`src/rtl/fsp_consts.svh`:
```
// Offsets, field positions and reset values of the self-programming sequencer
//
// Overview of operation
// Erase one page or program word pair
// Stall processor until operation completes
// Go bit 15 launches; hardware clears it
// Program pair starts on every other word; the code requires address bits [1:0] to be 2'h2
// Software erases page before programming it
// Erase or program needs unlock key first
// Key is 0x55 then 0xAA, consecutive
// Key register is write-only, reads zero
// High and low address form 24-bit address
// Software puts two no-ops after start
// Go without fresh key is ignored
`ifndef FSP_CONSTS_SVH
`define FSP_CONSTS_SVH

// ****************************************************************
// Register byte offsets (low address bits)
// ****************************************************************
`define FSP_OFS_CTRL      8'h00
`define FSP_OFS_KEY       8'h04
`define FSP_OFS_ADDR_HIGH 8'h08
`define FSP_OFS_ADDR_LOW  8'h0C
`define FSP_OFS_DATA0     8'h10
`define FSP_OFS_DATA1     8'h14

// ****************************************************************
// Control register fields
// ****************************************************************
`define FSP_CTRL_GO_BIT   15
`define FSP_CTRL_BUSY_BIT 14
`define FSP_CTRL_ERR_BIT  13
`define FSP_CTRL_OP_BIT   0

// ****************************************************************
// Key values, alignment and reset values
// ****************************************************************
`define FSP_KEY_FIRST     8'h55
`define FSP_KEY_SECOND    8'hAA
`define FSP_PAIR_ALIGN    2'h2
`define FSP_RST_ADDR_HIGH 8'h00
`define FSP_RST_ADDR_LOW  16'h0000
`define FSP_RST_DATA      24'h000000

`endif

```
`src/rtl/fsp_pkg.sv`:
```
// Types shared by the self-programming sequencer modules
`default_nettype none
package fsp_pkg;
    // Operation selected by software
    typedef enum logic {
        FSP_OP_PROGRAM = 1'b0,
        FSP_OP_ERASE   = 1'b1
    } fsp_op_e;

    // Unlock key progress
    typedef enum logic [1:0] {
        FSP_KEY_IDLE  = 2'b00,
        FSP_KEY_GOT1  = 2'b01,
        FSP_KEY_ARMED = 2'b10
    } fsp_key_e;

    // Engine state
    typedef enum logic {
        FSP_ENG_IDLE = 1'b0,
        FSP_ENG_RUN  = 1'b1
    } fsp_eng_e;

    // Command handed to the flash array
    typedef struct packed {
        fsp_op_e     op;
        logic [23:0] addr;
        logic [23:0] data0;
        logic [23:0] data1;
    } fsp_flash_cmd_s;
endpackage
`default_nettype wire

```
`src/rtl/fsp_flash_engine.sv`:
```
// Operation engine: drives the flash array and stalls the core
`default_nettype none
module fsp_flash_engine
    import fsp_pkg::*;
(
    // Clock and reset
    input  wire logic     sys_clk,
    input  wire logic     rst,
    // Launch from register file
    input  wire logic     start,
    input  wire fsp_flash_cmd_s cmd_in,
    // Flash array handshake
    input  wire logic     flash_done,
    output logic          flash_req,
    output fsp_flash_cmd_s flash_cmd,
    // Core stall and completion
    output logic          cpu_stall,
    output logic          done
);
    // ****************************************************************
    // State
    // ****************************************************************
    fsp_eng_e       state_reg, state_next;   // Engine state
    logic           req_reg, req_next;       // Request to array
    logic           stall_reg, stall_next;   // Core stall
    logic           done_reg, done_next;     // Completion pulse
    fsp_flash_cmd_s cmd_reg, cmd_next;       // Captured command

    // Next-state logic
    always_comb begin
        state_next = state_reg;
        req_next   = req_reg;
        stall_next = stall_reg;
        done_next  = 1'b0;
        cmd_next   = cmd_reg;
        unique case (state_reg)
            FSP_ENG_IDLE: begin
                // Capture command and hold the core
                if (start) begin
                    state_next = FSP_ENG_RUN;
                    cmd_next   = cmd_in;
                    req_next   = 1'b1;
                    stall_next = 1'b1;
                end
            end
            FSP_ENG_RUN: begin
                // Release only when the array reports finish
                if (flash_done) begin
                    state_next = FSP_ENG_IDLE;
                    req_next   = 1'b0;
                    stall_next = 1'b0;
                    done_next  = 1'b1;
                end
            end
        endcase
    end

    // Registers
    always_ff @(posedge sys_clk) begin
        if (rst) begin
            state_reg <= FSP_ENG_IDLE;
            req_reg   <= 1'b0;
            stall_reg <= 1'b0;
            done_reg  <= 1'b0;
            cmd_reg   <= '0;
        end else begin
            state_reg <= state_next;
            req_reg   <= req_next;
            stall_reg <= stall_next;
            done_reg  <= done_next;
            cmd_reg   <= cmd_next;
        end
    end

    assign flash_req = req_reg;
    assign flash_cmd = cmd_reg;
    assign cpu_stall = stall_reg;
    assign done      = done_reg;
endmodule
`default_nettype wire

```
`src/rtl/fsp_sequencer.sv`:
```
// Self-programming sequencer top: AHB-Lite registers, key and launch
//
// Added by the designer: the AHB-Lite register port and the placing of the registers.
`include "fsp_consts.svh"
`default_nettype none
module fsp_sequencer
    import fsp_pkg::*;
(
    // Clock and reset
    input  wire logic        sys_clk,
    input  wire logic        rst,
    // AHB-Lite slave
    input  wire logic        hsel,
    input  wire logic [31:0] haddr,
    input  wire logic [1:0]  htrans,
    input  wire logic        hwrite,
    input  wire logic [2:0]  hsize,
    input  wire logic [31:0] hwdata,
    input  wire logic        hready,
    output logic             hreadyout,
    output logic             hresp,
    output logic [31:0]      hrdata,
    // Flash array side
    output logic             flash_req,
    output fsp_flash_cmd_s   flash_cmd,
    input  wire logic        flash_done,
    // Processor core
    output logic             cpu_stall
);
    // ****************************************************************
    // Helper functions
    // ****************************************************************

    // Program pairs start only at addresses whose low two bits are 2'h2
    function automatic logic pair_aligned(input logic [23:0] a);
        pair_aligned = (a[1:0] == `FSP_PAIR_ALIGN);
    endfunction

    // ****************************************************************
    // Declarations
    // ****************************************************************
    logic           ap_valid;                    // Address phase taken
    logic           wr_pend_reg, wr_pend_next;   // Write data phase
    logic           rd_pend_reg, rd_pend_next;   // Read wait state
    logic [7:0]     ofs_reg, ofs_next;           // Latched offset
    logic           hready_reg, hready_next;     // Ready to bus
    logic [31:0]    hrdata_reg, hrdata_next;     // Read data
    logic           go_reg, go_next;             // Go bit
    logic           err_reg, err_next;           // Refused launch
    fsp_op_e        op_reg, op_next;             // Selected op
    logic [7:0]     addr_hi_reg, addr_hi_next;   // Upper address
    logic [15:0]    addr_lo_reg, addr_lo_next;   // Lower address
    logic [23:0]    data0_reg, data0_next;       // First word
    logic [23:0]    data1_reg, data1_next;       // Second word
    fsp_key_e       key_reg, key_next;           // Unlock progress
    logic           launch_reg, launch_next;     // Start pulse
    logic [23:0]    eff_addr;                    // Target address
    fsp_flash_cmd_s cmd_in;                      // Command to engine
    fsp_op_e        wr_op;                       // Op in write data
    logic           eng_done;                    // Engine finished
    logic [31:0]    rd_mux;                      // Read selection

    // Effective target address from the two halves
    assign eff_addr = {addr_hi_reg, addr_lo_reg};
    assign ap_valid = hsel & htrans[1] & hready;
    assign wr_op    = fsp_op_e'(hwdata[`FSP_CTRL_OP_BIT]);
    assign cmd_in   = '{op: op_reg, addr: eff_addr,
                        data0: data0_reg, data1: data1_reg};

    // ****************************************************************
    // Read multiplexer
    // ****************************************************************

    // Select register contents; key reads as zero
    always_comb begin
        rd_mux = 32'h0000_0000;
        unique case (ofs_reg)
            `FSP_OFS_CTRL: begin
                rd_mux[`FSP_CTRL_GO_BIT]   = go_reg;
                rd_mux[`FSP_CTRL_BUSY_BIT] = cpu_stall;
                rd_mux[`FSP_CTRL_ERR_BIT]  = err_reg;
                rd_mux[`FSP_CTRL_OP_BIT]   = op_reg;
            end
            `FSP_OFS_KEY:       rd_mux = 32'h0000_0000;
            `FSP_OFS_ADDR_HIGH: rd_mux = {24'h00_0000, addr_hi_reg};
            `FSP_OFS_ADDR_LOW:  rd_mux = {16'h0000, addr_lo_reg};
            `FSP_OFS_DATA0:     rd_mux = {8'h00, data0_reg};
            `FSP_OFS_DATA1:     rd_mux = {8'h00, data1_reg};
            default:            rd_mux = 32'h0000_0000;
        endcase
    end

    // ****************************************************************
    // Bus phase tracking
    // ****************************************************************

    // Reads take one wait state so earlier writes are seen
    always_comb begin
        wr_pend_next = ap_valid & hwrite;
        rd_pend_next = ap_valid & ~hwrite;
        ofs_next     = ap_valid ? haddr[7:0] : ofs_reg;
        hready_next  = ~(ap_valid & ~hwrite);
        hrdata_next  = hrdata_reg;
        // Wait state: capture the read data
        if (rd_pend_reg) begin
            hrdata_next = rd_mux;
        end
    end

    // ****************************************************************
    // Register file, key sequence and launch
    // ****************************************************************

    // Writes land in the data phase; hardware clears go on finish
    always_comb begin
        go_next      = go_reg;
        err_next     = err_reg;
        op_next      = op_reg;
        addr_hi_next = addr_hi_reg;
        addr_lo_next = addr_lo_reg;
        data0_next   = data0_reg;
        data1_next   = data1_reg;
        key_next     = key_reg;
        launch_next  = 1'b0;
        // Operation finished: drop go
        if (eng_done) begin
            go_next = 1'b0;
        end
        if (wr_pend_reg) begin
            // Any write other than the key breaks the sequence
            key_next = FSP_KEY_IDLE;
            unique case (ofs_reg)
                `FSP_OFS_KEY: begin
                    // Track 0x55 then 0xAA as consecutive writes
                    if (hwdata[7:0] == `FSP_KEY_FIRST) begin
                        key_next = FSP_KEY_GOT1;
                    end else if (hwdata[7:0] == `FSP_KEY_SECOND
                                 && key_reg == FSP_KEY_GOT1) begin
                        key_next = FSP_KEY_ARMED;
                    end
                end
                `FSP_OFS_CTRL: begin
                    // Writes while an operation runs are ignored
                    if (!go_reg) begin
                        op_next = wr_op;
                        if (hwdata[`FSP_CTRL_GO_BIT]) begin
                            // Launch only when armed and, for a program pair, aligned
                            if (key_reg == FSP_KEY_ARMED
                                && (wr_op == FSP_OP_ERASE
                                    || pair_aligned(eff_addr))) begin
                                go_next     = 1'b1;
                                launch_next = 1'b1;
                                err_next    = 1'b0;
                            end else begin
                                // Refused: go stays clear
                                err_next = 1'b1;
                            end
                        end
                    end
                end
                `FSP_OFS_ADDR_HIGH: begin
                    if (!go_reg) begin
                        addr_hi_next = hwdata[7:0];
                    end
                end
                `FSP_OFS_ADDR_LOW: begin
                    if (!go_reg) begin
                        addr_lo_next = hwdata[15:0];
                    end
                end
                `FSP_OFS_DATA0: begin
                    if (!go_reg) begin
                        data0_next = hwdata[23:0];
                    end
                end
                `FSP_OFS_DATA1: begin
                    if (!go_reg) begin
                        data1_next = hwdata[23:0];
                    end
                end
                default: begin
                    // Unmapped: write dropped
                    key_next = FSP_KEY_IDLE;
                end
            endcase
        end
    end

    // Registers
    always_ff @(posedge sys_clk) begin
        if (rst) begin
            wr_pend_reg <= 1'b0;
            rd_pend_reg <= 1'b0;
            ofs_reg     <= 8'h00;
            hready_reg  <= 1'b1;
            hrdata_reg  <= 32'h0000_0000;
            go_reg      <= 1'b0;
            err_reg     <= 1'b0;
            op_reg      <= FSP_OP_PROGRAM;
            addr_hi_reg <= `FSP_RST_ADDR_HIGH;
            addr_lo_reg <= `FSP_RST_ADDR_LOW;
            data0_reg   <= `FSP_RST_DATA;
            data1_reg   <= `FSP_RST_DATA;
            key_reg     <= FSP_KEY_IDLE;
            launch_reg  <= 1'b0;
        end else begin
            wr_pend_reg <= wr_pend_next;
            rd_pend_reg <= rd_pend_next;
            ofs_reg     <= ofs_next;
            hready_reg  <= hready_next;
            hrdata_reg  <= hrdata_next;
            go_reg      <= go_next;
            err_reg     <= err_next;
            op_reg      <= op_next;
            addr_hi_reg <= addr_hi_next;
            addr_lo_reg <= addr_lo_next;
            data0_reg   <= data0_next;
            data1_reg   <= data1_next;
            key_reg     <= key_next;
            launch_reg  <= launch_next;
        end
    end

    // ****************************************************************
    // Operation engine
    // ****************************************************************

    // Runs the erase or pair program and holds the core
    fsp_flash_engine u_engine (
        .sys_clk    (sys_clk),
        .rst        (rst),
        .start      (launch_reg),
        .cmd_in     (cmd_in),
        .flash_done (flash_done),
        .flash_req  (flash_req),
        .flash_cmd  (flash_cmd),
        .cpu_stall  (cpu_stall),
        .done       (eng_done)
    );

    // Bus outputs straight from flops; response always OKAY
    assign hreadyout = hready_reg;
    assign hresp     = 1'b0;
    assign hrdata    = hrdata_reg;

    // hsize unused: only whole-word accesses are supported
    logic unused_hsize;
    assign unused_hsize = ^hsize;
endmodule
`default_nettype wire

```
`config.mk`:
```
export PLATFORM = sky130hd
export DESIGN_NAME = fsp_sequencer
export DESIGN_NICKNAME = d
export VERILOG_FILES = /design/src/rtl/fsp_pkg.sv /design/src/rtl/fsp_flash_engine.sv /design/src/rtl/fsp_sequencer.sv
export VERILOG_INCLUDE_DIRS = /design/src /design/src/rtl
export SDC_FILE = /design/constraint.sdc
export NUM_CORES = 1
export LEC_CHECK = 0
export ABC_AREA = 1
export BUFFER_PORTS_ARGS = -buffer_cell sky130_fd_sc_hd__buf_2
export CAP_MARGIN = 0
export CELL_PAD_IN_SITES_DETAIL_PLACEMENT = 0
export CELL_PAD_IN_SITES_GLOBAL_PLACEMENT = 1
export CORE_AREA = 4 4 144 146
export CTS_CLUSTER_DIAMETER = 100
export CTS_CLUSTER_SIZE = 8
export DETAILED_ROUTE_END_ITERATION = 10
export DIE_AREA = 0 0 148 150
export GPL_TIMING_DRIVEN = 1
export PLACE_DENSITY_LB_ADDON = 0.2
export SYNTH_ARGS = -nofsm -noshare
export SYNTH_HDL_FRONTEND = slang
export SYNTH_SLANG_ARGS = --single-unit
```
`constraint.sdc`:
```
create_clock -name sys_clk -period 2.1 [get_ports sys_clk]
set_clock_uncertainty 0.2 [all_clocks]
set_input_delay 0.315 -clock sys_clk [delete_from_list [all_inputs] [get_ports sys_clk]]
set_output_delay 0.315 -clock sys_clk [all_outputs]
set_load 0.01 [all_outputs]
```
# Word level (Yosys, flattened, before mapping)
# Cells that the tools add are included.
[classes]
n_mux = 22
n_eq_ne = 12
n_reduce_logical = 14
bitwise = 11
[ops]
columns = ["cell", "n"]
rows = [
  ["$pmux 12 s4", 1],
  ["$eq 8x4->1 const B", 2],
  ["$eq 8x5->1 const B", 2],
  ["$pmux 8 s2", 1],
  ["$reduce_and 3->1", 5],
  ["$mux 1", 13],
  ["$pmux 3 s4", 1],
  ["$eq 8x3->1 const B", 1],
  ["$eq 8x7->1 const B", 1],
  ["$eq 8x8->1 const B", 1],
  ["$logic_not 8->1", 1],
  ["$not 1->1", 7],
  ["$mux 2", 3],
  ["$pmux 1 s5", 1],
  ["$reduce_or 5->1", 1],
  ["$and 1x1->1", 4],
  ["$eq 2x2->1 const B", 2],
  ["$ne 2x2->1 const B", 2],
  ["$pmux 1 s2", 2],
  ["$reduce_and 2->1", 2],
  ["$reduce_and 4->1", 1],
  ["$eq 2x1->1 const B", 1],
  ["$logic_and 1x1->1", 2],
  ["$reduce_or 2->1", 1],
  ["$logic_or 1x1->1", 1],
]
[totals]
elab_cells = 80
register_bits = 197
out_inout_bits = 109
input_bits = 75

# Longest topological paths before layout
# Gate-level depths: netlist of the first run.
[logic_depth]
depth_word = 8
depth_mapped = 9
depth_no_buf = 9

# By module
# Synthesis of the first run repeated with hierarchy kept, for this count alone.
[unflattened]
cells_unflattened = 1115
area_unflattened_um2 = 8010.2
[by_module_without_submodules]
columns = ["mod", "cells_per_inst", "seq_area_each_um2", "area_per_inst_um2", "n_inst"]
rows = [
  ["fsp_sequencer", 631, 2262.2, 4790.8, 1],
  ["fsp_flash_engine", 484, 1521.5, 3219.3, 1],
]

# Worst setup path before layout of the first run
# Ideal clock, no wire load.
[synth_timing]
kind = "register to register"
from = "register ofs_reg[5]"
to = "register data0_reg[20]"
stages_incl_launch_ff = 10
slack_ns = 0.539
path_buffers = 1
arrival_time_ns = 1.244
required_ns = 1.783
setup_ns = 0.117
synth_period_minus_slack_ns = 1.561
cell_sequence = "dfxtp_1 -> inv_1 -> nand2_1 -> nor2_8 -> nand2_4 -> nor2_4 -> inv_2 -> buf_6 -> o21ai_1 -> a21oi_1"
[synth_via]
elab_chain_cells = 2
[synth_lines]
columns = ["element", "line_no", "source"]
rows = [
  ["start: declaration", "fsp_sequencer.sv:45", "logic [7:0] ofs_reg, ofs_next;"],
  ["start signal: assignment", "fsp_sequencer.sv:209", "ofs_reg <= ofs_next;"],
  ["$eq 8x5->1", "fsp_sequencer.sv:132", "unique case (ofs_reg)"],
  ["$reduce_and 3->1 (no line)", "--", ""],
  ["end signal: assignment", "fsp_sequencer.sv:202", "data0_reg <= `FSP_RST_DATA;"],
  ["end signal: assignment", "fsp_sequencer.sv:217", "data0_reg <= data0_next;"],
  ["end: declaration", "fsp_sequencer.sv:53", "logic [23:0] data0_reg, data0_next;"],
]
# Every way passes these cells.
# A chain may end at the register's enable or synchronous reset.

# Final worst setup path of the first run
[layout_timing]
from = "register ofs_reg[5]"
to = "register data1_reg[17]"
[layout_via]
elab_chain_cells = 2
[layout_lines]
columns = ["element", "line_no", "source"]
rows = [
  ["$eq 8x5->1", "fsp_sequencer.sv:132", ""],
  ["$reduce_and 3->1 (no line)", "--", ""],
  ["end signal: assignment", "fsp_sequencer.sv:203", "data1_reg <= `FSP_RST_DATA;"],
  ["end signal: assignment", "fsp_sequencer.sv:218", "data1_reg <= data1_next;"],
  ["end: declaration", "fsp_sequencer.sv:54", "logic [23:0] data1_reg, data1_next;"],
]
# Every way passes these cells.

==> reports/qor.log, run 1 <==
qor: clock_network.cts_resized 0
qor: grt.gr-usage-met3 3.48%
qor: place.post-dp-hpwl 15.0 mm
qor: clock_network.ctsHtreeMaxLevel 4
qor: synth.ys.warnings.count 0
qor: route.routed_wire_length 22.0 mm
qor: route.detailedRoute.firstIterationViolations 428
qor: sta.maximum_clock_frequency 0.522 GHz
qor: route.vias 6654
qor: worst_setup_path.worstSetupStartpointType flop
qor: place.io_buffers 138
qor: sta.fin_crit_sh 91.2%
qor: sta.final_period_minus_worst_setup_slack 1.92 ns
qor: worst_setup_path.critPathRequiredTime 2.20 ns
qor: grt.groute.layer.met1.usage 28.5%
qor: worst_setup_path.critPathBufInv 3
qor: worst_setup_path.path_cells inv_1 > nand2_1 > nor2_8 > nand2_4 > inv_4 > nand2_2 > buf_4 > o21ai_0 > a21oi_1
qor: pwr.leakage 4.21 nW
qor: sta.worst_margin_pin_slew 0.865 ns
qor: worst_setup_path.setup.reg_to_reg.worst_slack 0.18 ns
qor: clock_network.clk_path_buf_depth 2
qor: place.post-place-cells 1298
qor: clock_network.cts_num_sinks 189
qor: synth.yosys.area.top_type sky130_fd_sc_hd__dfxtp_1
qor: route.antenna_left 0
qor: layout.layoutNonFillerInstCount 1361
qor: worst_setup_path.crit_path_top_delay_cell sky130_fd_sc_hd__dfxtp_1
qor: clock_network.post-cts-setup-buffers 0
qor: floorplan.die_height 150 µm
qor: route.wl_per_cell 16.2 µm
qor: clock_network.numCtsBuffers 17
qor: layout.largest_reg_flops 73
qor: clock_network.cts_tree built
qor: worst_setup_path.path_delay_family simple AND/OR/NAND/NOR gates
qor: sta.setup_tns 0 ns
qor: pwr.cellPowerDensity 814 nW/µm²
qor: grt.antenna_found_initial 0
qor: synth.synth_top_area_share 51.9%
qor: synth.synthCells 935
qor: sta.setup_violations 0
qor: grt.grt_first_pass_wirelength 34.7 mm
qor: grt.global_route.peak_usage_layer met2
qor: synth.yosys_register_bits 189
qor: run.max_cap_viol_count 0
qor: layout.utilization 47.3%
qor: grt.met2_usage 30.3%
qor: synth.syn-cell-area 7290 µm²
qor: floorplan.initial_utilization 37.6%
qor: clock_network.clock_insertion_delay_at_the_later_pin_of_the_skew_report 0.43 ns
qor: synth.synthDistinctLibCells 30
qor: sta.setup_repair_after_global_routing_missed_its_margin no
qor: sta.finalHoldViolations 0
qor: sta.finalMaxSlewViolations 0
qor: worst_setup_path.worst_setup_path_end_kind flop
qor: worst_setup_path.critical_setup_path_kind flop to flop
qor: floorplan.die_w 148 µm
qor: pwr.totalPowerFinal 7.46 mW
qor: clock_network.clk_pin_slew_worst_paths 0.07 ns
qor: worst_hold_path.min-delay-path-class input pin to flop
qor: run_status.outcome finished clean
qor: synth.synth.yosys.seq_area_share 51.9%
qor: layout.drive_above_1_share 19.9%
qor: floorplan.ios 184
qor: route.ratio_of_routed_vias_to_standard_cells 4.89
qor: sta.slew_headroom 42.3%
qor: synth.synth.avg_cell_area 7.79 µm²
qor: layout.antenna_cells_inserted 0
qor: floorplan.die_area 22200 µm²
qor: grt.grtUsageTotal 19.8%
qor: layout.areaGrowthSynthToFinish 25.8%
qor: route.drt_first_pass_iters 6
qor: grt.grt_max_degree 94
qor: worst_setup_path.critical_path_peak_fanout 33
qor: route.detail_route.drc_violations 0
qor: pwr.irDropWorstVdd 0.515 mV
qor: grt.overflow 0
qor: grt.number_of_global_route_vias_before_repair 6309
qor: floorplan.core_region_area 19400 µm²
qor: synth.synth_area_leaders sky130_fd_sc_hd__dfxtp_1, sky130_fd_sc_hd__o21ai_0, sky130_fd_sc_hd__nor2_1
qor: worst_setup_path.wp_data_arrival 2.02 ns
qor: clock_network.post_cts_hold_buffer_count 31
qor: clock_network.clockRootBuffer sky130_fd_sc_hd__clkbuf_16
qor: layout.finish.net_count 1158
qor: worst_setup_path.cp_peak_stage_delay 0.31 ns
qor: place.place.gp.congestion 0.816
qor: floorplan.placementRows 51
## area by class of cell
cell class / count / area (µm²)
Multi-Input combinational cell: 628 / 2970
Sequential cell: 189 / 3780
Clock buffer: 19 / 443
Fill cell: 2034 / 10200
Timing Repair Buffer: 191 / 1240
Inverter: 56 / 214
Clock inverter: 13 / 186
Tap cell: 265 / 332
## report_power, final
part	switching [mW]	internal, mW
clock	1.43	2.04
sequential	0.00894	3.60
combinational	0.249	0.137
## cells by family (layout without fill, tap and decap cells)
family	after synthesis	in the layout	synth area share, %
simple gates	345	345	21.1
flops	189	189	51.9
compound gates	274	274	19.1
buf+inv	126	279	7.90
other cells	1	9	0.0515
## per-layer routing
metal	vias to the layer above	part of all wire (%)
met1	3072	49
met5	-	0
met4	0	1.7
li1	3387	-
met2	175	45
met3	20	4.7
## worst paths after layout
path / end / cells after the start / startpoint
min reg2reg: go_reg / 1 / u_engine.done
max reg2reg: data1_reg[17] / 9 / ofs_reg[5]
min: data1_reg[17] / 3 / hwdata[17]
max: data1_reg[17] / 9 / ofs_reg[5]
## tightest hold or removal path, delay by kind of cell
| kind | cells | cell delay [ns] |
|---|---|---|
| AO/OA/AOI/OAI | 2 | 0.18 |
| buffers and inverters | 1 | 0.10 |
## Yosys cell counts (all sizes together)
master,instances
inv,55
nand4,2
conb,1
nor3,12
buf,33
a21oi,105
nor2,169
nor4,3
nand3,71
o22ai,9
dfxtp,189
clkbuf,37
o21ai,160
clkinv,1
nor3b,1
nand2,87
## through the flow
stage	hold slack (ns)	setup WS, ns	instance area [µm²]
global placement	0.221	0.180	8230
detailed placement	0.222	0.172	8230
finish	0.0163	0.184	9170
CTS	0.00213	0.159	9170
global route	0.00286	0.00918	9170
floorplan	0.207	0.539	7320
## cells in the final DEF, fill, tap and decap left out, types with 2 or more instances in the layout
cell type | synthesis | layout
sky130_fd_sc_hd__inv_2 | 6 | 6
sky130_fd_sc_hd__a21oi_1 | 103 | 103
sky130_fd_sc_hd__nor2_1 | 161 | 160
sky130_fd_sc_hd__nand2_4 | 3 | 3
sky130_fd_sc_hd__nor4_1 | 3 | 3
sky130_fd_sc_hd__nand2_2 | 3 | 3
sky130_fd_sc_hd__o22ai_1 | 9 | 9
sky130_fd_sc_hd__clkinv_2 | 0 | 4
sky130_fd_sc_hd__dfxtp_1 | 189 | 189
sky130_fd_sc_hd__inv_1 | 48 | 48
sky130_fd_sc_hd__nand3_1 | 71 | 71
sky130_fd_sc_hd__buf_2 | 14 | 138
sky130_fd_sc_hd__buf_4 | 14 | 16
sky130_fd_sc_hd__clkbuf_16 | 0 | 17
sky130_fd_sc_hd__buf_12 | 0 | 6
sky130_fd_sc_hd__dlygate4sd3_1 | 0 | 31
sky130_fd_sc_hd__conb_1 | 1 | 9
sky130_fd_sc_hd__a21oi_2 | 2 | 2
sky130_fd_sc_hd__bufinv_16 | 0 | 4
sky130_fd_sc_hd__nor2_8 | 2 | 2
sky130_fd_sc_hd__nor3_1 | 11 | 11
sky130_fd_sc_hd__nor2_4 | 5 | 6
sky130_fd_sc_hd__inv_6 | 0 | 3
sky130_fd_sc_hd__o21ai_0 | 127 | 127
sky130_fd_sc_hd__nand2_1 | 81 | 81
sky130_fd_sc_hd__o21ai_1 | 33 | 33
sky130_fd_sc_hd__clkinv_4 | 0 | 2
(Power assumes the default switching activity.)
==> run 2, diff against run 1 <==
Settings changed: ABC_AREA 1 to unset.
==> run 2 against run 1 <==
  * The flow now finishes with violations (negative setup slack)
  * Critical endpoint is now err_reg
  * First-iteration DRC count shrank 2.6%
  * Global-route usage rose by 0.18 points
  * Routed wire length grew 4.0%
  * Worst hold slack about the same
  * Largest cell class unchanged
  * Sequential share of layout area down 3.7 points
  * Core utilization increased by 4.7 points
==> reports/qor.log, run 2 <==
qor: place.io_buffers 138 [unchanged]
qor: clock_network.clockRootBuffer sky130_fd_sc_hd__clkbuf_16
qor: layout.most-common-layout-cells sky130_fd_sc_hd__nand2_1, sky130_fd_sc_hd__dfxtp_1, sky130_fd_sc_hd__buf_2
qor: synth.most_used_standard_cells_in_the_synthesized_netlist sky130_fd_sc_hd__nand2_1, sky130_fd_sc_hd__dfxtp_1, sky130_fd_sc_hd__a21oi_1
qor: worst_setup_path.critPathBufInv 0 [-3]
qor: layout.finish.net_count 1168 [+0.86%]
qor: layout.filler_cell_count 1982 [-2.6%]
qor: grt.grt_first_pass_wirelength 35.4 mm [+2.2%]
qor: clock_network.clk_path_buf_depth 2 [unchanged]
qor: floorplan.ios 184 [unchanged]
qor: layout.largest_reg_flops 73 [unchanged]
qor: place.post-dp-hpwl 14.5 mm [-2.8%]
qor: clock_network.clk_pin_slew_worst_paths 0.07 ns [about the same]
qor: synth.synth_top_area_share 51.9% [about the same]
qor: floorplan.die_w 148 µm [unchanged]
qor: synth.synth-edff-count 0 [unchanged]
qor: route.drt_first_pass_iters 5 [-1]
qor: grt.grtUsageTotal 20.0% [+0.18 points]
qor: sta.worst_margin_pin_slew 0.757 ns [-0.108 ns]
qor: layout.final-seq-area 3790 µm² [+0.13%]
qor: floorplan.initial_utilization 37.6% [about the same]
qor: grt.number_of_global_route_vias_before_repair 6477 [+2.7%]
qor: place.place.gp.congestion 0.842 [+3.2%]
qor: worst_setup_path.path_delay_family simple AND/OR/NAND/NOR gates
qor: run.max_cap_viol_count 0 [unchanged]
qor: clock_network.numCtsBuffers 17 [unchanged]
qor: synth.yosys.area.top_type sky130_fd_sc_hd__dfxtp_1
qor: sta.slew_headroom 49.4% [+7.1 points]
qor: sta.fin_crit_sh 102% [+11 points]
qor: worst_setup_path.wp_data_arrival 2.26 ns [+0.24 ns]
qor: clock_network.cts_tree built
qor: clock_network.cts_num_sinks 189 [unchanged]
qor: synth.synth.yosys.seq_area_share 51.9% [about the same]
qor: layout.drive_above_1_share 32.4% [+12 points]
qor: route.detailedRoute.firstIterationViolations 417 [-2.6%]
qor: clock_network.ctsHtreeMaxLevel 4 [unchanged]
qor: sta.fin_hold_ws 0.0165 ns [+0.000201 ns]
qor: sta.finalHoldViolations 0 [unchanged]
qor: floorplan.core_region_area 19400 µm² [unchanged]
qor: sta.maximum_clock_frequency 0.466 GHz [-11%]
qor: run_status.failing_checks negative setup slack
qor: route.wl_per_cell 16.7 µm [+3.2%]
qor: worst_setup_path.worstSetupStartpointType flop
qor: layout.areaGrowthSynthToFinish 38.3%
qor: pwr.leakage 3.86 nW [-8.2%]
qor: worst_setup_path.path_cells or3_4 > or4_4 > or4_4 > o211a_1
qor: worst_hold_path.min-delay-path-class input pin to flop
qor: pwr.cellPowerDensity 698 nW/µm² [-14%]
qor: run_status.outcome complete, but fails checks
qor: sta.setup_repair_after_global_routing_missed_its_margin yes
qor: grt.grt_max_degree 61 [-35%]
qor: sta.setup_violations 25 [+25]
qor: synth.synth.avg_cell_area 8.09 µm² [+3.8%]
qor: route.detail_route.drc_violations 0 [unchanged]
qor: synth.synthDistinctLibCells 51 [+70%]
qor: pwr.irDropWorstVdd 0.549 mV [+6.6%]
qor: worst_setup_path.critical_setup_path_kind flop to flop
qor: synth.syn-cell-area 7290 µm² [about the same]
qor: route.ratio_of_routed_vias_to_standard_cells 4.91 [+0.40%]
qor: synth.yosys_register_bits 189 [unchanged]
qor: floorplan.die_height 150 µm [unchanged]
qor: layout.multi_input_area 3590 µm² [+21%]
qor: synth.synth_most_common_cell sky130_fd_sc_hd__nand2_1
qor: worst_setup_path.crit_path_top_delay_cell sky130_fd_sc_hd__or4_4
qor: clock_network.clock_insertion_delay_at_the_later_pin_of_the_skew_report 0.43 ns [about the same]
qor: sta.final_period_minus_worst_setup_slack 2.15 ns [+0.232 ns]
qor: floorplan.placementRows 51 [unchanged]
qor: synth.dominantRegCellSynth sky130_fd_sc_hd__dfxtp_1
qor: route.vias 6730 [+1.1%]
qor: worst_setup_path.worst_setup_path_end_kind flop
qor: grt.antenna_found_initial 0 [unchanged]
qor: layout.layout_commonest_cell sky130_fd_sc_hd__nand2_1
qor: route.routed_wire_length 22.9 mm [+4.0%]
qor: sta.finalWorstSetupSlack -0.0474 ns [-0.232 ns]
qor: layout.antenna_cells_inserted 0 [unchanged]
qor: synth.ys.warnings.count 0 [unchanged]
qor: worst_setup_path.cp_common_cell sky130_fd_sc_hd__or4_4
qor: synth.synth_area_leaders sky130_fd_sc_hd__dfxtp_1, sky130_fd_sc_hd__nand2_1, sky130_fd_sc_hd__a21oi_1
qor: floorplan.die_area 22200 µm² [unchanged]
qor: grt.overflow 0 [unchanged]
qor: synth.async_reset_ff_share 0% [unchanged]
qor: pwr.totalPowerFinal 7.04 mW [-5.6%]
qor: route.antenna_left 0 [unchanged]
qor: synth.synthCells 901 [-3.6%]
qor: sta.finalMaxSlewViolations 0 [unchanged]
qor: worst_setup_path.cp_peak_stage_delay 0.49 ns [+0.18 ns]
qor: worst_setup_path.critPathRequiredTime 2.22 ns [+0.02 ns]
qor: worst_setup_path.critical_path_peak_fanout 4 [-88%]
==> run 2: changes by cell type after synthesis, sizes merged, moves of 13 or more <==
cell,change
nand2,+220
nor2,-147
nand2b,+13
a21oi,+54
inv,-51
o21ai,-143
mux2,+13
nand3,-55
==> run 2: where the power goes <==
part           leakage [nW]  total [mW]  internal, mW  switching, mW
Combinational          2.06       0.341         0.140          0.201
Clock                 0.275        3.10          1.68           1.42
Sequential             1.52        3.60          3.59        0.00618
Total                  3.86        7.04          5.41           1.63
==> run 2: cell families (layout without fill, tap and decap cells) <==
kind of cell | count (synthesis) | after routing | share of synthesized area [%]
AOI/OAI and AO/OA | 203 | 203 | 15.2
other | 1 | 9 | 0.0514
xor gates and xnor gates | 2 | 2 | 0.240
muxes | 24 | 24 | 3.52
buffers and inverters | 79 | 276 | 4.89
and+or+nand+nor | 403 | 403 | 24.2
DFF | 189 | 189 | 51.9
==> run 2: area by class of cell <==
cell class | count | area share, %
Multi-Input combinational cell | 641 | 35.6
Clock buffer | 20 | 4.43
Tap cell | 265 | 3.29
Sequential cell | 189 | 37.6
Inverter | 4 | 0.149
Clock inverter | 12 | 1.09
Timing Repair Buffer | 240 | 17.9
==> run 2: through the flow <==
stage / area [µm²] / std cells / setup TNS (ns) / util (%) / setup slack (ns)
6_report: 10100 / 1371 / -0.358 / 52.0 / -0.0474
5_1_grt: 10100 / 1371 / -3.06 / 52.0 / -0.0876
4_1_cts: 9510 / 1364 / -0.102 / 49.0 / -0.0258
3_5_place_dp: 8480 / 1289 / -5.42 / 43.7 / -0.149
3_3_place_gp: 8470 / 1289 / -5.68 / 43.7 / -0.353
2_1_floorplan: 7360 / 909 / -0.0547 / - / -0.0534
==> run 2: final timing paths <==
check | cells after the start | endpoint | from | slack [ns]
setup / recovery | 4 | err_reg | ofs_reg[6] | -0.05
hold / removal | 3 | rd_pend_reg | rst | 0.02
setup reg to reg | 4 | err_reg | ofs_reg[6] | -0.05
hold reg to reg | 2 | hrdata[4] | hrdata[4] | 0.25
==> run 2: routing by layer <==
metal | track usage [%] | up-vias | share of wire, %
met4 | 5.54 | 0 | 1.8
li1 | - | 3380 | -
met1 | 29.0 | 3150 | 48
met3 | 4.24 | 23 | 5.5
met5 | 0 | - | 0
met2 | 30.1 | 177 | 44
==> run 2: repair_timing <==
action,in CTS,in global routing
gates resized for setup,14,129
pin swaps,1,46
setup endpoints to repair,83,91
hold buffers,33,0
hold endpoints to repair,70,0
gates cloned,2,5
setup buffers,9,3
==> run 2: tightest hold or removal path, delay by kind of cell <==
family        cells  cell delay [ns]
buf+inv           2             0.16
simple gates      1             0.13
==> run 3, diff against run 2 <==
Settings changed: ABC_AREA set to 1, CTS_CLUSTER_DIAMETER 100 to unset, REMOVE_ABC_BUFFERS set to 1.
==> run 3 against run 2 <==
  * Power increased by 0.18%
  * Sequential power is essentially flat
  * Critical endpoint is now data0_reg[18]
  * Die area is the same
  * First-iteration DRC count fell by 17%
  * Critical path depth rose by 4
  * Setup slack gained 0.25 ns
  * Cell count fell by 0.22%
  * Worst hold slack better by 0.0024 ns
  * Flip-flop and latch count did not move
  * Largest power group unchanged
  * Clock power is 2% lower
  * Global-route usage increased by 0.13 points
  * The run now ends clean
  * Critical path type unchanged
  * Routed wire length is 4.7% lower
==> reports/qor.log, run 3 (same netlist as run 1, synthesis figures left out) <==
qor: run_status.outcome finished clean
qor: route.detail_route.drc_violations 0 [unchanged]
qor: sta.fin_crit_sh 90.4% [-12 points]
qor: layout.layout_commonest_cell sky130_fd_sc_hd__dfxtp_1
qor: floorplan.core_region_area 19400 µm² [unchanged]
qor: grt.overflow 0 [unchanged]
qor: floorplan.die_height 150 µm [unchanged]
qor: route.routed_wire_length 21.8 mm [-4.7%]
qor: grt.number_of_global_route_vias_before_repair 6564 [+1.3%]
qor: sta.finalHoldViolations 0 [unchanged]
qor: place.post-place-cells 1303 [+1.1%]
qor: sta.final_period_minus_worst_setup_slack 1.90 ns [-0.248 ns]
qor: pwr.totalPowerFinal 7.05 mW [+0.18%]
qor: worst_setup_path.path_delay_family simple AND/OR/NAND/NOR gates
qor: grt.antenna_found_initial 0 [unchanged]
qor: place.io_buffers 138 [unchanged]
qor: grt.groute.layer.met1.usage 27.3% [-1.7 points]
qor: pwr.irDropWorstVdd 0.582 mV [+6.1%]
qor: layout.largest_reg_flops 73 [unchanged]
qor: pwr.cellPowerDensity 773 nW/µm² [+11%]
qor: clock_network.clock_insertion_delay_at_the_later_pin_of_the_skew_report 0.43 ns [about the same]
qor: place.worst_setup_slack_before_clock_tree_synthesis 0.195 ns [+0.344 ns]
qor: layout.drive_above_1_share 19.9% [-12 points]
qor: worst_setup_path.critPathRequiredTime 2.26 ns [+0.04 ns]
qor: sta.finalMaxSlewViolations 0 [unchanged]
qor: sta.fin_hold_ws 0.0190 ns [+0.00243 ns]
qor: grt.grt_max_degree 97 [+59%]
qor: clock_network.clk_path_buf_depth 2 [unchanged]
qor: grt.grt_first_pass_wirelength 35.1 mm [-0.86%]
qor: route.drt_first_pass_iters 5 [unchanged]
qor: clock_network.cts_num_sinks 189 [unchanged]
qor: sta.setup_violations 0 [-100%]
qor: worst_hold_path.whs_path_depth 3 [unchanged]
qor: worst_setup_path.wp_data_arrival 2.06 ns [-0.20 ns]
qor: floorplan.placementRows 51 [unchanged]
qor: clock_network.post-cts-setup-buffers 0 [-9]
qor: sta.finalWorstSetupSlack 0.201 ns [+0.248 ns]
qor: sta.maximum_clock_frequency 0.526 GHz [+13%]
qor: clock_network.clk_pin_slew_worst_paths 0.07 ns [about the same]
qor: grt.met2_usage 32.3% [+2.2 points]
qor: layout.final-seq-area 3780 µm² [-0.13%]
qor: sta.worst_margin_pin_slew 0.498 ns [-0.259 ns]
qor: sta.setup_repair_after_global_routing_missed_its_margin no
qor: layout.filler_cell_count 2098 [+5.9%]
qor: worst_hold_path.min-delay-path-class input pin to flop
qor: grt.global_route.peak_usage_layer met2
qor: route.antenna_left 0 [unchanged]
qor: grt.gr-usage-met3 4.03% [-0.21 points]
qor: clock_network.cts_tree built
qor: clock_network.clockRootBuffer sky130_fd_sc_hd__clkbuf_16
qor: sta.slew_headroom 66.7% [+17 points]
qor: place.place.gp.congestion 0.777 [-7.8%]
qor: worst_setup_path.critPathBufInv 2 [+2]
qor: worst_setup_path.ff2ff_path_depth 8 [+4]
qor: worst_setup_path.worst_setup_path_end_kind flop
qor: worst_setup_path.cp_peak_stage_delay 0.38 ns [-0.11 ns]
qor: grt.grtUsageTotal 20.1% [+0.13 points]
qor: pwr.leakage 4.18 nW [+8.3%]
qor: worst_setup_path.critical_setup_path_kind flop to flop
qor: layout.finish.net_count 1165 [-0.26%]
qor: worst_setup_path.crit_cells 8 [+4]
qor: run.max_cap_viol_count 0 [unchanged]
qor: place.post-dp-hpwl 14.2 mm [-2.6%]
qor: floorplan.die_w 148 µm [unchanged]
qor: clock_network.numCtsBuffers 17 [unchanged]
qor: worst_setup_path.crit_path_top_delay_cell sky130_fd_sc_hd__inv_2
qor: layout.multi_input_area 2970 µm² [-17%]
qor: route.detailedRoute.firstIterationViolations 347 [-17%]
qor: clock_network.ctsHtreeMaxLevel 4 [unchanged]
qor: floorplan.ios 184 [unchanged]
qor: layout.areaGrowthSynthToFinish 25.1%
qor: worst_setup_path.cp_common_cell sky130_fd_sc_hd__inv_2
qor: worst_setup_path.path_cells nor2_1 > nand2_1 > inv_2 > nand2_4 > nor2_4 > inv_2 > o21ai_0 > a21oi_1
qor: floorplan.initial_utilization 37.6% [about the same]
qor: worst_setup_path.worstSetupStartpointType flop
qor: layout.most-common-layout-cells sky130_fd_sc_hd__dfxtp_1, sky130_fd_sc_hd__nor2_1, sky130_fd_sc_hd__buf_2
qor: worst_setup_path.critical_path_peak_fanout 24 [+20]
qor: layout.layoutNonFillerInstCount 1368 [-0.22%]
qor: route.wl_per_cell 15.9 µm [-4.5%]
qor: floorplan.die_area 22200 µm² [unchanged]
qor: layout.antenna_cells_inserted 0 [unchanged]
qor: route.vias 6606 [-1.8%]
qor: route.ratio_of_routed_vias_to_standard_cells 4.83 [-1.6%]
[run 3: repair_timing]
action,CTS,global route
hold buffers,33,0
resized for setup,0,0
hold endpoints to repair,61,0
[run 3: final timing paths]
kind                               startpoint             to  slack (ns)
worst max-delay path               ofs_reg[2]  data0_reg[18]        0.20
worst max register to register     ofs_reg[2]  data0_reg[18]        0.20
worst min register to register  u_engine.done         go_reg        0.22
worst min-delay path                hwdata[5]   data1_reg[5]        0.02
[run 3: area by class of cell]
| class | instances | area share (%) |
|---|---|---|
| multi-input combinational | 628 | 32.5 |
| clock inverter | 10 | 1.02 |
| timing repair buffer | 198 | 14.0 |
| tap | 265 | 3.64 |
| clock buffer | 22 | 4.98 |
| sequential | 189 | 41.5 |
| inverter | 56 | 2.35 |
[run 3: worst register-to-register path: stages (launching register included)]
cell and delay (ns):
sky130_fd_sc_hd__dfxtp_1 0.37, sky130_fd_sc_hd__nor2_1 0.06, sky130_fd_sc_hd__nand2_1 0.18, sky130_fd_sc_hd__inv_2 0.08, sky130_fd_sc_hd__nand2_4 0.19, sky130_fd_sc_hd__nor2_4 0.06, sky130_fd_sc_hd__inv_2 0.38, sky130_fd_sc_hd__o21ai_0 0.16
sky130_fd_sc_hd__a21oi_1 0.14
[run 3: stage by stage]
| step | setup TNS [ns] | util (%) | cell area [µm²] |
|---|---|---|---|
| after floorplan | -176.28 | - | 6960 |
| after CTS | 0 | 47.0 | 9120 |
| after detailed placement | 0 | 42.5 | 8240 |
| after global routing | 0 | 47.0 | 9120 |
| final | 0 | 47.0 | 9120 |
| after global placement | 0 | 42.5 | 8240 |
[run 3: metal layers]
layer / share of wire (%) / vias to the layer above
met3: 4.5 / 27
met5: 0 / -
met1: 49 / 3014
met4: 1.7 / 0
li1: - / 3401
met2: 45 / 164
[run 3: where the power goes]
part           internal [mW]  switching [mW]  total [mW]  leakage (nW)
Clock                   1.66            1.39        3.05         0.256
Combinational          0.133           0.256       0.389          2.40
Sequential              3.60         0.00887        3.61          1.52
Total                   5.39            1.66        7.05          4.18
